===== src/design/bam_defines.vh =====
// constants for the b side bus alarm monitor
`ifndef BAM_DEFINES_VH
`define BAM_DEFINES_VH

// register offsets
`define BAM_ADDR_BUS_LIVE 8'h27
`define BAM_ADDR_PROC_LAT 8'h28
`define BAM_ADDR_PROC_LIVE 8'h29
`define BAM_ADDR_CFG 8'h2a
`define BAM_ADDR_BUS_LAT 8'h2b
`define BAM_ADDR_BUS_MASK 8'h2c
`define BAM_ADDR_PROC_MASK 8'h2d

// bus alarm register fields
`define BAM_BUS_DLOC 7
`define BAM_BUS_ALOC 6
`define BAM_BUS_DPAR 5
`define BAM_BUS_AIS_HI 2
`define BAM_BUS_AIS_LO 0

// processor and h4 alarm register fields
`define BAM_PROC_LOC 7
`define BAM_PROC_WDT 6
`define BAM_PROC_IRAM_PARITY_ERROR 4
`define BAM_PROC_H4_HI 2
`define BAM_PROC_H4_LO 0

// configuration register fields
`define BAM_CFG_AIS_SEL 0
`define BAM_CFG_H4_SEL 1
`define BAM_CFG_ADD_TIM 2
`define BAM_CFG_SINGLE 3
`define BAM_CFG_PAR_ODD 4
`define BAM_CFG_USED 8'h1f
`define BAM_CFG_RESET 8'h00
`define BAM_MASK_RESET 8'h00
`define BAM_ZERO8 8'h00

// clock loss window
`define BAM_CLK_PERIOD_NS 8
`define BAM_LOC_TIME_NS 1000
// 1000 ns at an 8 ns clock, sized for the 8-bit window counter
`define BAM_LOC_CYCLES 8'h7d

// h4 multiframe
`define BAM_H4_LAST 2'h3
`define BAM_H4_FIRST 2'h0
`define BAM_H4_BAD_LIMIT 2'h2

`endif


===== src/design/bam_monitor.v =====
// b side drop/add bus and processor alarm monitor with register port
//
// Local design decision: strobed register access.
`timescale 1ns/1ns
`include "bam_defines.vh"

////////////////////////////////////////////////////////////////////////////////
// stuck clock detector on a sampled clock level
module bam_loss_det (
  // clock and reset
  input wire mclk,
  input wire rst_b,
  input wire ce,
  // monitored level
  input wire lvl,
  // result
  output reg loss_reg
);
  localparam [7:0] LOC_LIM = `BAM_LOC_CYCLES;
  reg lvl_reg;
  reg [7:0] cnt_reg;
  wire edge_seen;

  assign edge_seen = lvl != lvl_reg;

  always @(posedge mclk or negedge rst_b) begin
    if (!rst_b) begin
      lvl_reg <= 1'b0;
      cnt_reg <= 8'h00;
      loss_reg <= 1'b0;
    end else if (ce) begin
      lvl_reg <= lvl;
      if (edge_seen) begin
        cnt_reg <= 8'h00;
        loss_reg <= 1'b0;
      end else if (cnt_reg < LOC_LIM) begin
        cnt_reg <= cnt_reg + 8'h01;
      end else begin
        loss_reg <= 1'b1;
      end
    end
  end
endmodule // bam_loss_det

////////////////////////////////////////////////////////////////////////////////
// h4 multiframe loss detector for one tributary
module bam_h4_det (
  // clock and reset
  input wire mclk,
  input wire rst_b,
  input wire ce,
  // h4 byte of this tributary seen
  input wire h4_stb,
  input wire [1:0] h4_val,
  // detector enabled
  input wire enable,
  // result
  output wire mf_loss
);
  reg [1:0] exp_reg;
  reg mis_reg;
  reg [1:0] bad_reg;
  reg [2:0] seq_reg;
  reg loss_reg;
  wire mismatch;
  wire mf_end;
  wire mf_bad;
  wire seq_done;

  assign mismatch = h4_val != exp_reg;
  assign mf_end = exp_reg == `BAM_H4_LAST;
  assign mf_bad = mis_reg | mismatch;
  // relock after a full 00,01,10,11 run
  assign seq_done = (seq_reg[1:0] == `BAM_H4_LAST) && (h4_val == `BAM_H4_LAST);
  assign mf_loss = enable & loss_reg;

  always @(posedge mclk or negedge rst_b) begin
    if (!rst_b) begin
      exp_reg <= `BAM_H4_FIRST;
      mis_reg <= 1'b0;
      bad_reg <= 2'h0;
      seq_reg <= 3'h0;
      loss_reg <= 1'b1;
    end else if (ce) begin
      if (!enable) begin
        mis_reg <= 1'b0;
        bad_reg <= 2'h0;
        seq_reg <= 3'h0;
      end else if (h4_stb) begin
        // free running expected value
        exp_reg <= exp_reg + 2'h1;
        if (h4_val == `BAM_H4_FIRST) begin
          seq_reg <= 3'h1;
        end else if (h4_val == seq_reg[1:0] && seq_reg != 3'h0) begin
          seq_reg <= seq_reg + 3'h1;
        end else begin
          seq_reg <= 3'h0;
        end
        if (loss_reg && seq_done) begin
          exp_reg <= `BAM_H4_FIRST;
          loss_reg <= 1'b0;
          mis_reg <= 1'b0;
          bad_reg <= 2'h0;
          seq_reg <= 3'h0;
        end else if (mf_end) begin
          mis_reg <= 1'b0;
          if (!mf_bad) begin
            bad_reg <= 2'h0;
          end else if (bad_reg + 2'h1 >= `BAM_H4_BAD_LIMIT) begin
            loss_reg <= 1'b1;
            bad_reg <= `BAM_H4_BAD_LIMIT;
          end else begin
            bad_reg <= bad_reg + 2'h1;
          end
        end else begin
          mis_reg <= mf_bad;
        end
      end
    end
  end
endmodule // bam_h4_det

////////////////////////////////////////////////////////////////////////////////
// top: alarm monitor
module bam_monitor (
  // clock, reset, enable
  input wire mclk,
  input wire rst_b,
  input wire ce,
  // register port
  input wire [7:0] reg_addr,
  input wire [7:0] reg_wdata,
  input wire reg_wr,
  input wire reg_rd,
  output reg [7:0] reg_rdata,
  // interrupt
  output wire irq,
  // b drop bus pins
  input wire drop_clk,
  input wire [7:0] drop_data,
  input wire drop_par,
  input wire [2:0] drop_h4_mark,
  // b add bus clock pin
  input wire add_clk,
  // upstream ais indications per tributary
  input wire [2:0] ais_pointer,
  input wire [2:0] ais_overhead,
  // desynchronizer clock pin
  input wire desync_clock_input,
  // internal processor events
  input wire watchdog_expired,
  input wire iram_parity_error,
  // add data from the mapper
  input wire [7:0] add_data_in,
  input wire add_par_in,
  input wire add_ind_in,
  // b add bus pins
  output reg [7:0] add_data_o,
  output reg [7:0] add_data_oe,
  output reg add_par_o,
  output reg add_par_oe,
  output reg add_ind_o,
  // processor clock
  output reg proc_clk_reg
);
  localparam SYNC_W = 21;

  reg rst_s1_reg;
  reg rst_s2_reg;
  wire rst_i_b;
  reg [SYNC_W-1:0] pin_s1_reg;
  reg [SYNC_W-1:0] pin_s2_reg;
  wire [SYNC_W-1:0] pin_raw;
  reg drop_clk_d_reg;
  reg desync_d_reg;
  wire drop_rise;
  wire desync_rise;
  wire s_drop_clk;
  wire s_add_clk;
  wire s_desync;
  wire [7:0] s_data;
  wire s_par;
  wire [2:0] s_h4_mark;
  wire [2:0] s_ais_ptr;
  wire [2:0] s_ais_oh;
  reg [7:0] cfg_reg;
  reg [7:0] bus_lat_reg;
  reg [7:0] proc_lat_reg;
  reg [7:0] bus_mask_reg;
  reg [7:0] proc_mask_reg;
  reg par_err_reg;
  reg wdt_reg;
  reg iram_parity_error_reg;
  wire drop_loss;
  wire add_loss_raw;
  wire proc_loss;
  wire b_drop_clock_loss;
  wire b_add_clock_loss;
  wire [2:0] ais_live;
  wire [2:0] h4_loss;
  wire [2:0] h4_en;
  wire single_fmt;
  wire add_timing;
  wire par_mismatch;
  wire add_float;
  wire [7:0] bus_live;
  wire [7:0] proc_live;
  wire wr_proc_lat;
  wire wr_bus_lat;

  ////////////////////////////////////////////////////////////////////////////
  // reset release
  always @(posedge mclk or negedge rst_b) begin
    if (!rst_b) begin
      rst_s1_reg <= 1'b0;
      rst_s2_reg <= 1'b0;
    end else begin
      rst_s1_reg <= 1'b1;
      rst_s2_reg <= rst_s1_reg;
    end
  end
  assign rst_i_b = rst_s2_reg;

  ////////////////////////////////////////////////////////////////////////////
  // pin synchronisers
  assign pin_raw = {drop_clk, add_clk, desync_clock_input, drop_data, drop_par,
                    drop_h4_mark, ais_pointer, ais_overhead};

  always @(posedge mclk or negedge rst_i_b) begin
    if (!rst_i_b) begin
      pin_s1_reg <= {SYNC_W{1'b0}};
      pin_s2_reg <= {SYNC_W{1'b0}};
    end else if (ce) begin
      pin_s1_reg <= pin_raw;
      pin_s2_reg <= pin_s1_reg;
    end
  end

  assign s_drop_clk = pin_s2_reg[20];
  assign s_add_clk = pin_s2_reg[19];
  assign s_desync = pin_s2_reg[18];
  assign s_data = pin_s2_reg[17:10];
  assign s_par = pin_s2_reg[9];
  assign s_h4_mark = pin_s2_reg[8:6];
  assign s_ais_ptr = pin_s2_reg[5:3];
  assign s_ais_oh = pin_s2_reg[2:0];

  // edge finding on synchronised clocks
  always @(posedge mclk or negedge rst_i_b) begin
    if (!rst_i_b) begin
      drop_clk_d_reg <= 1'b0;
      desync_d_reg <= 1'b0;
      proc_clk_reg <= 1'b0;
    end else if (ce) begin
      drop_clk_d_reg <= s_drop_clk;
      desync_d_reg <= s_desync;
      if (desync_rise) begin
        proc_clk_reg <= ~proc_clk_reg;
      end
    end
  end
  assign drop_rise = s_drop_clk & ~drop_clk_d_reg;
  assign desync_rise = s_desync & ~desync_d_reg;

  ////////////////////////////////////////////////////////////////////////////
  // clock loss detectors
  bam_loss_det u_drop_loc (
    .mclk(mclk),
    .rst_b(rst_i_b),
    .ce(ce),
    .lvl(s_drop_clk),
    .loss_reg(drop_loss)
  );

  bam_loss_det u_add_loc (
    .mclk(mclk),
    .rst_b(rst_i_b),
    .ce(ce),
    .lvl(s_add_clk),
    .loss_reg(add_loss_raw)
  );

  bam_loss_det u_proc_loc (
    .mclk(mclk),
    .rst_b(rst_i_b),
    .ce(ce),
    .lvl(proc_clk_reg),
    .loss_reg(proc_loss)
  );

  assign single_fmt = cfg_reg[`BAM_CFG_SINGLE];
  assign add_timing = cfg_reg[`BAM_CFG_ADD_TIM];
  assign b_drop_clock_loss = drop_loss;
  assign b_add_clock_loss = add_timing & add_loss_raw;
  assign add_float = (~add_timing & drop_loss) | b_add_clock_loss;

  ////////////////////////////////////////////////////////////////////////////
  // add bus drive
  always @(posedge mclk or negedge rst_i_b) begin
    if (!rst_i_b) begin
      add_data_o <= 8'h00;
      add_data_oe <= 8'h00;
      add_par_o <= 1'b0;
      add_par_oe <= 1'b0;
      add_ind_o <= 1'b0;
    end else if (ce) begin
      add_data_o <= add_data_in;
      add_par_o <= add_par_in;
      add_data_oe <= {8{~add_float}};
      add_par_oe <= ~add_float;
      add_ind_o <= add_ind_in & ~add_float;
    end
  end

  ////////////////////////////////////////////////////////////////////////////
  // drop bus parity, held until next drop clock
  assign par_mismatch = (^{s_data, s_par}) ^ cfg_reg[`BAM_CFG_PAR_ODD];

  always @(posedge mclk or negedge rst_i_b) begin
    if (!rst_i_b) begin
      par_err_reg <= 1'b0;
      wdt_reg <= 1'b0;
      iram_parity_error_reg <= 1'b0;
    end else if (ce) begin
      if (drop_rise) begin
        par_err_reg <= par_mismatch;
      end
      wdt_reg <= watchdog_expired;
      iram_parity_error_reg <= iram_parity_error;
    end
  end

  ////////////////////////////////////////////////////////////////////////////
  // upstream ais select
  assign ais_live[0] = cfg_reg[`BAM_CFG_AIS_SEL] ? s_ais_oh[0] : s_ais_ptr[0];
  assign ais_live[2:1] = (cfg_reg[`BAM_CFG_AIS_SEL] ? s_ais_oh[2:1] : s_ais_ptr[2:1])
                         & {2{~single_fmt}};

  ////////////////////////////////////////////////////////////////////////////
  // h4 detectors
  assign h4_en[0] = ~cfg_reg[`BAM_CFG_H4_SEL];
  assign h4_en[2:1] = {2{~cfg_reg[`BAM_CFG_H4_SEL] & ~single_fmt}};

  genvar gi;
  generate
    for (gi = 0; gi < 3; gi = gi + 1) begin : g_h4
      bam_h4_det u_h4 (
        .mclk(mclk),
        .rst_b(rst_i_b),
        .ce(ce),
        .h4_stb(drop_rise & s_h4_mark[gi]),
        .h4_val(s_data[7:6]),
        .enable(h4_en[gi]),
        .mf_loss(h4_loss[gi])
      );
    end
  endgenerate

  ////////////////////////////////////////////////////////////////////////////
  // live registers
  assign bus_live = {b_drop_clock_loss, b_add_clock_loss, par_err_reg, 2'b00, ais_live};
  assign proc_live = {proc_loss, wdt_reg, 1'b0, iram_parity_error_reg, 1'b0, h4_loss};

  ////////////////////////////////////////////////////////////////////////////
  // software writes and latched bits, set wins over clear
  assign wr_proc_lat = reg_wr && reg_addr == `BAM_ADDR_PROC_LAT;
  assign wr_bus_lat = reg_wr && reg_addr == `BAM_ADDR_BUS_LAT;

  always @(posedge mclk or negedge rst_i_b) begin
    if (!rst_i_b) begin
      cfg_reg <= `BAM_CFG_RESET;
      bus_mask_reg <= `BAM_MASK_RESET;
      proc_mask_reg <= `BAM_MASK_RESET;
      proc_lat_reg <= `BAM_ZERO8;
      bus_lat_reg <= `BAM_ZERO8;
    end else if (ce) begin
      if (reg_wr && reg_addr == `BAM_ADDR_CFG) begin
        cfg_reg <= reg_wdata & `BAM_CFG_USED;
      end
      if (reg_wr && reg_addr == `BAM_ADDR_BUS_MASK) begin
        bus_mask_reg <= reg_wdata;
      end
      if (reg_wr && reg_addr == `BAM_ADDR_PROC_MASK) begin
        proc_mask_reg <= reg_wdata;
      end
      proc_lat_reg <= (proc_lat_reg & ~(wr_proc_lat ? reg_wdata : `BAM_ZERO8)) | proc_live;
      bus_lat_reg <= (bus_lat_reg & ~(wr_bus_lat ? reg_wdata : `BAM_ZERO8)) | bus_live;
    end
  end

  assign irq = |(proc_lat_reg & proc_mask_reg) | |(bus_lat_reg & bus_mask_reg);

  ////////////////////////////////////////////////////////////////////////////
  // read data, valid only in the cycle after the strobe
  always @(posedge mclk or negedge rst_i_b) begin
    if (!rst_i_b) begin
      reg_rdata <= 8'h00;
    end else if (ce) begin
      reg_rdata <= 8'h00;
      if (reg_rd) begin
        case (reg_addr)
          `BAM_ADDR_BUS_LIVE: reg_rdata <= bus_live;
          `BAM_ADDR_PROC_LAT: reg_rdata <= proc_lat_reg;
          `BAM_ADDR_PROC_LIVE: reg_rdata <= proc_live;
          `BAM_ADDR_CFG: reg_rdata <= cfg_reg;
          `BAM_ADDR_BUS_LAT: reg_rdata <= bus_lat_reg;
          `BAM_ADDR_BUS_MASK: reg_rdata <= bus_mask_reg;
          `BAM_ADDR_PROC_MASK: reg_rdata <= proc_mask_reg;
          default: reg_rdata <= 8'h00;
        endcase
      end
    end
  end
endmodule // bam_monitor


===== config.mk =====
export PLATFORM = sky130hd
export DESIGN_NAME = bam_monitor
export DESIGN_NICKNAME = d
export VERILOG_FILES = /design/src/design/bam_monitor.v
export VERILOG_INCLUDE_DIRS = /design/src /design/src/design
export SDC_FILE = /design/constraint.sdc
export NUM_CORES = 1
export LEC_CHECK = 0
export ABC_AREA = 1
export BUFFER_PORTS_ARGS = -buffer_cell sky130_fd_sc_hd__buf_4
export CORE_UTILIZATION = 60
export DETAILED_ROUTE_END_ITERATION = 8
export PLACE_DENSITY = 0.81
export SYNTH_ARGS = -nofsm -noshare
export SYNTH_HDL_FRONTEND = slang
export SYNTH_SLANG_ARGS = --single-unit

===== constraint.sdc =====
create_clock -name mclk -period 9.55 [get_ports mclk]
set_input_delay 1.4325 -clock mclk [delete_from_list [all_inputs] [get_ports mclk]]
set_output_delay 1.4325 -clock mclk [all_outputs]
set_load 0.05 [all_outputs]

Word-level counts from Yosys, hierarchy flattened

Cells that the tools add are included.

Flip-flop bits (word level): 163
ROM bits: 0
Memory bits (writable): 0
Input bits: 54
Memories kept: 0
Latch bits: 0
Logic and storage cells: 262

Reduce and logical (&&, ||, !) cells: 58
Eq/ne operators: 30
Add/sub/neg operators: 12
Multiplexer cells: 78
Multiply operators: 0
Div/mod/pow operators: 0
Magnitude comparators: 6
Shift operators: 0
Bitwise operators: 34

Operator list:

| operator            | count |
|---|---|
| $mux 8              | 9 |
| $eq 8x6->1 const B  | 7 |
| $pmux 8 s7          | 1 |
| $mux 3              | 15 |
| $mux 2              | 22 |
| $and 8x8->8         | 4 |
| $mux 1              | 31 |
| $reduce_and 2->1    | 14 |
| $reduce_bool 2->1   | 13 |
| $add 8x1->8 const B | 3 |
| $lt 8x7->1 const B  | 3 |
| $reduce_and 3->1    | 6 |
| $reduce_and 6->1    | 3 |
| $not 8->8           | 2 |
| $or 8x8->8          | 2 |
| $reduce_or 8->1     | 2 |
| $eq 2x2->1 const B  | 7 |
| $logic_and 1x1->1   | 14 |
| $add 2x1->2 const B | 6 |
| $and 1x1->1         | 12 |
| $reduce_bool 3->1   | 4 |
| $ne 2x1->1 const B  | 5 |
| $add 3x1->3 const B | 3 |
| $reduce_xor 9->1    | 1 |
| 11 further kinds    | 29 |

Longest topological paths before layout

Word-level depth: 8
Gate-level depth with buffers: 10

Cells and area by module

A second synthesis with hierarchy kept.

Cells, all modules: 1,178
Area, all modules: 9,046.2 µm²

By module, submodules not included:

| module       | times used | cells an instance | area each (µm²) |
|---|---|---|---|
| bam_monitor  | 1          | 638               | 5,082.4 |
| bam_h4_det   | 3          | 94                | 683.2 |
| bam_loss_det | 3          | 86                | 638.1 |

Worst setup path after synthesis

OpenSTA, ideal clock, no wires.

Path kind: reg-to-output
Start: reg proc_mask_reg[3]
End: out irq
Buffers on the path: 0
Setup slack: 6,930 ps
Data arrival time: 1,188 ps
Cell stages (with the launch flop): 5
Cell sequence: dfrtp_1 nand2_1 nand2_1 a221oi_1 nand4_1

Longest elaborated chain between the ends: 3

RTL lines:

| element                  | line              | text |
|---|---|---|
| start: declaration       | bam_monitor.v:190 | `reg [7:0] proc_mask_reg;` |
| start signal: assignment | bam_monitor.v:373 | `` proc_mask_reg <= `BAM_MASK_RESET; `` |
| start signal: assignment | bam_monitor.v:384 | `proc_mask_reg <= reg_wdata;` |
| $and 8x8->8              | bam_monitor.v:391 | `assign irq = \|(proc_lat_reg & proc_mask_reg) \| \|(bus_lat_reg & bus_mask_reg);` |
| $reduce_or 8->1          | bam_monitor.v:391 |  |
| $or 1x1->1               | bam_monitor.v:391 |  |
| end: declaration         | bam_monitor.v:137 | `output wire irq,` |

Every way passes these cells.

Final worst setup path

Start: in ce
End: reg u_drop_loc.cnt_reg[6]

Longest elaborated chain between the ends: 1

RTL lines:

| element                           | line              | text |
|---|---|---|
| start: declaration                | bam_monitor.v:129 | `input wire ce,` |
| $reduce_and 2->1 (no source line) | --                |  |
| end signal: assignment            | bam_monitor.v:37  | `cnt_reg <= cnt_reg + 8'h01;` |
| end: declaration                  | bam_monitor.v:21  | `reg [7:0] cnt_reg;` |

Every way passes these cells.
A chain may end at the register's enable or synchronous reset.

==> flow_summary.toml <==
[cts]
clk_pin_slew_worst_paths_ns = 0.06
clk_latency_ns = 0.43
numCtsBuffers = 17
clockRootBuffer = "clkbuf_16"
hold_buffers = 0
post_cts_resized = 0
cts.path.max_buffers = 2
numClockSinks = 162
cts_setup_buffers = 0
cts_tree = "built"
htree_levels = 4

[timing]
fin_setup_tns_ns = 0
fmax_ghz = 0.318
layout_min_cycle_time_ns = 3.14
worstMarginPinSlew_ns = 1.15
worst_slack_ns = 6.41
drv_slew = 0
relSlewSlack_pct = 23.5
rsz0062_at_grt = "false"
setup_viol = 0
final_hold_viol_count = 0
fin_skew_ns = 0.0102
fin_crit_sh_pct = 32.9

[critical_path]
arrival_ns = 3.44
crit_required_ns = 9.84
cp-end-kind = "register"
reg2reg_slack_ns = 7.68
worstSetupPathType = "in -> reg"
start_kind = "primary input"
r2r_cells = 7
worstReg2RegEnd = "u_drop_loc.cnt_reg[2]"
cp_max_fo = 67
rr_startpoint = "pin_s2_reg[20]"

[global_routing]
grt_pass1_wl_um = 30800
grt.overflow.total = 0
antenna_found_initial = 0
grtUsageTotal_pct = 27.3
grt_max_degree = 75
first_global_vias = 6609

[final_layout]
syn_to_final_growth_pct = 15.0
n_antenna_cell = 0
drive_gt1_share_pct = 14.4
finish.instance_area_sq_mm = 0.00953
fill_cells = 1069
nets = 1185
final_common_cell = "nand2_1"
mostFrequentLayoutCells = "358 x nand2_1, 158 x dfrtp_1, 114 x inv_1"

[floorplanning]
fp.dieW_um = 120
core_area_sq_mm = 0.0133
die_h_um = 120
start_util_pct = 62.1
ios = 83
rows = 42
dieArea_sq_mm = 0.0143

[yosys]
seq_area_frac_synth_pct = 48.9
synth_xor_area_share_pct = 3.03
syn_nets = 1118
synthesis.instances = 1045
syn_avg_cell_area_sq_um = 7.93
synth-simple-area-share_pct = 28.1
netlist_area_sq_mm = 0.00829
synthDistinctLibCells = 39
synthMuxAreaShare_pct = 0
synthArstFlopShare_pct = 100
synth_compound_area_share_pct = 9.09
yosysWarningCount = 0
synth_edf_count = 0
synth_top_family_by_area = "simple AND/OR/NAND/NOR gates"
synth-seq-cells = 162
synthAdderAreaFrac_pct = 2.87
ys.flop_type = "dfrtp_1"

[power_and_ir_drop]
p_leak_uw = 0.00498
max-vdd-ir-drop_v = 0.000134
power_density_mw_per_mm2 = 185
power_uw = 1760

[placement]
io_buffer_count = 82
hpwl_um = 12200
placed_area_sq_mm = 0.00895
pre_cts_ws_ns = 5.97
gp_congestion = 0.928

[drt]
wl_um = 18000
dr_total_vias = 6975
wl_per_cell_um = 13.9
drt-vias-per-instance = 5.38
drtIter0Drc = 629
ant_nets = 0
drt_pass1_iterations = 5
drc = 0

[min_path]
hold_path_class = "reg -> async"

[run_status]
status = "finished clean"

[job]
maxCapViolCount = 0
-- worst max path at each step --
stage	start	endpoint	slack [ns]	depth (start not counted)
2_1_floorplan	rst_i_b	add_data_o[0]	4.71	0
3_3_place_gp	ce	u_drop_loc.cnt_reg[2]	6.06	7
3_5_place_dp	ce	u_drop_loc.cnt_reg[6]	5.97	7
4_1_cts	ce	u_drop_loc.cnt_reg[6]	6.44	7
5_1_grt	ce	u_drop_loc.cnt_reg[2]	6.16	8
6_report	ce	u_drop_loc.cnt_reg[6]	6.41	7
-- through the flow --
stage	utilization, %	hold WS, ns	std cells
after floorplan	-	0.331	1045
after global placement	67.0	0.212	1269
after detailed placement	67.0	0.218	1269
after CTS	71.4	0.223	1297
after global routing	71.4	0.235	1297
final	71.4	0.212	1297
-- layer usage --
layer	wire length [um]	global-route usage, %
met3	1040	4.90
met1	7970	36.7
met5	0	0
met2	8710	44.4
met4	319	10.0
-- cell families (layout without fill, tap and decap cells) --
logic type,Yosys count,after routing
other,1,1
AND/OR/NAND/NOR,546,546
XOR/XNOR,27,27
AO/OA/AOI/OAI,134,134
buffers and inverters,156,232
adder cells (fa/ha/maj),19,19
flip-flops,162,162
-- report_power, final --
group	total [uW]	internal [uW]	switching [uW]
Clock	688	419	269
Combinational	271	92.4	179
Sequential	801	744	56.7
Total	1760	1260	504
-- synthesized netlist by cell type (all sizes together) (2+ instances only) --
cell type | count | share of area, %
nand2 | 366 | 17
dfrtp | 159 | 48
inv | 119 | 5.4
o21ai | 94 | 6.0
nand3 | 84 | 5.1
nor2 | 72 | 4.0
buf | 30 | 2.2
a21oi | 21 | 1.4
ha | 19 | 2.9
xor2 | 16 | 1.7
nand4 | 14 | 1.1
xnor2 | 11 | 1.3
clkbuf | 7 | 0.32
o22ai | 7 | 0.53
nor3 | 5 | 0.42
a221oi | 4 | 0.42
a31oi | 4 | 0.30
dfstp | 3 | 0.95
a22o | 2 | 0.21
nand3b | 2 | 0.18
o211ai | 2 | 0.18
-- layout make-up --
type	instances	area (sq um)	area share, %
multi-input cells	727	3580	37.5
inverters	119	447	4.69
clock buffers	19	453	4.75
flip-flops and latches	162	4060	42.6
well taps	176	220	2.31
clock inverters	9	135	1.42
repair buffers	85	638	6.69
-- critical path: stages --
cell and delay [ns]:
buf_4 0.21, inv_2 0.84, nor2_1 0.17, inv_1 0.17
nand2_1 0.29, nand3_1 0.18, o21ai_0 0.09
Power figures use the tool's default switching activity.
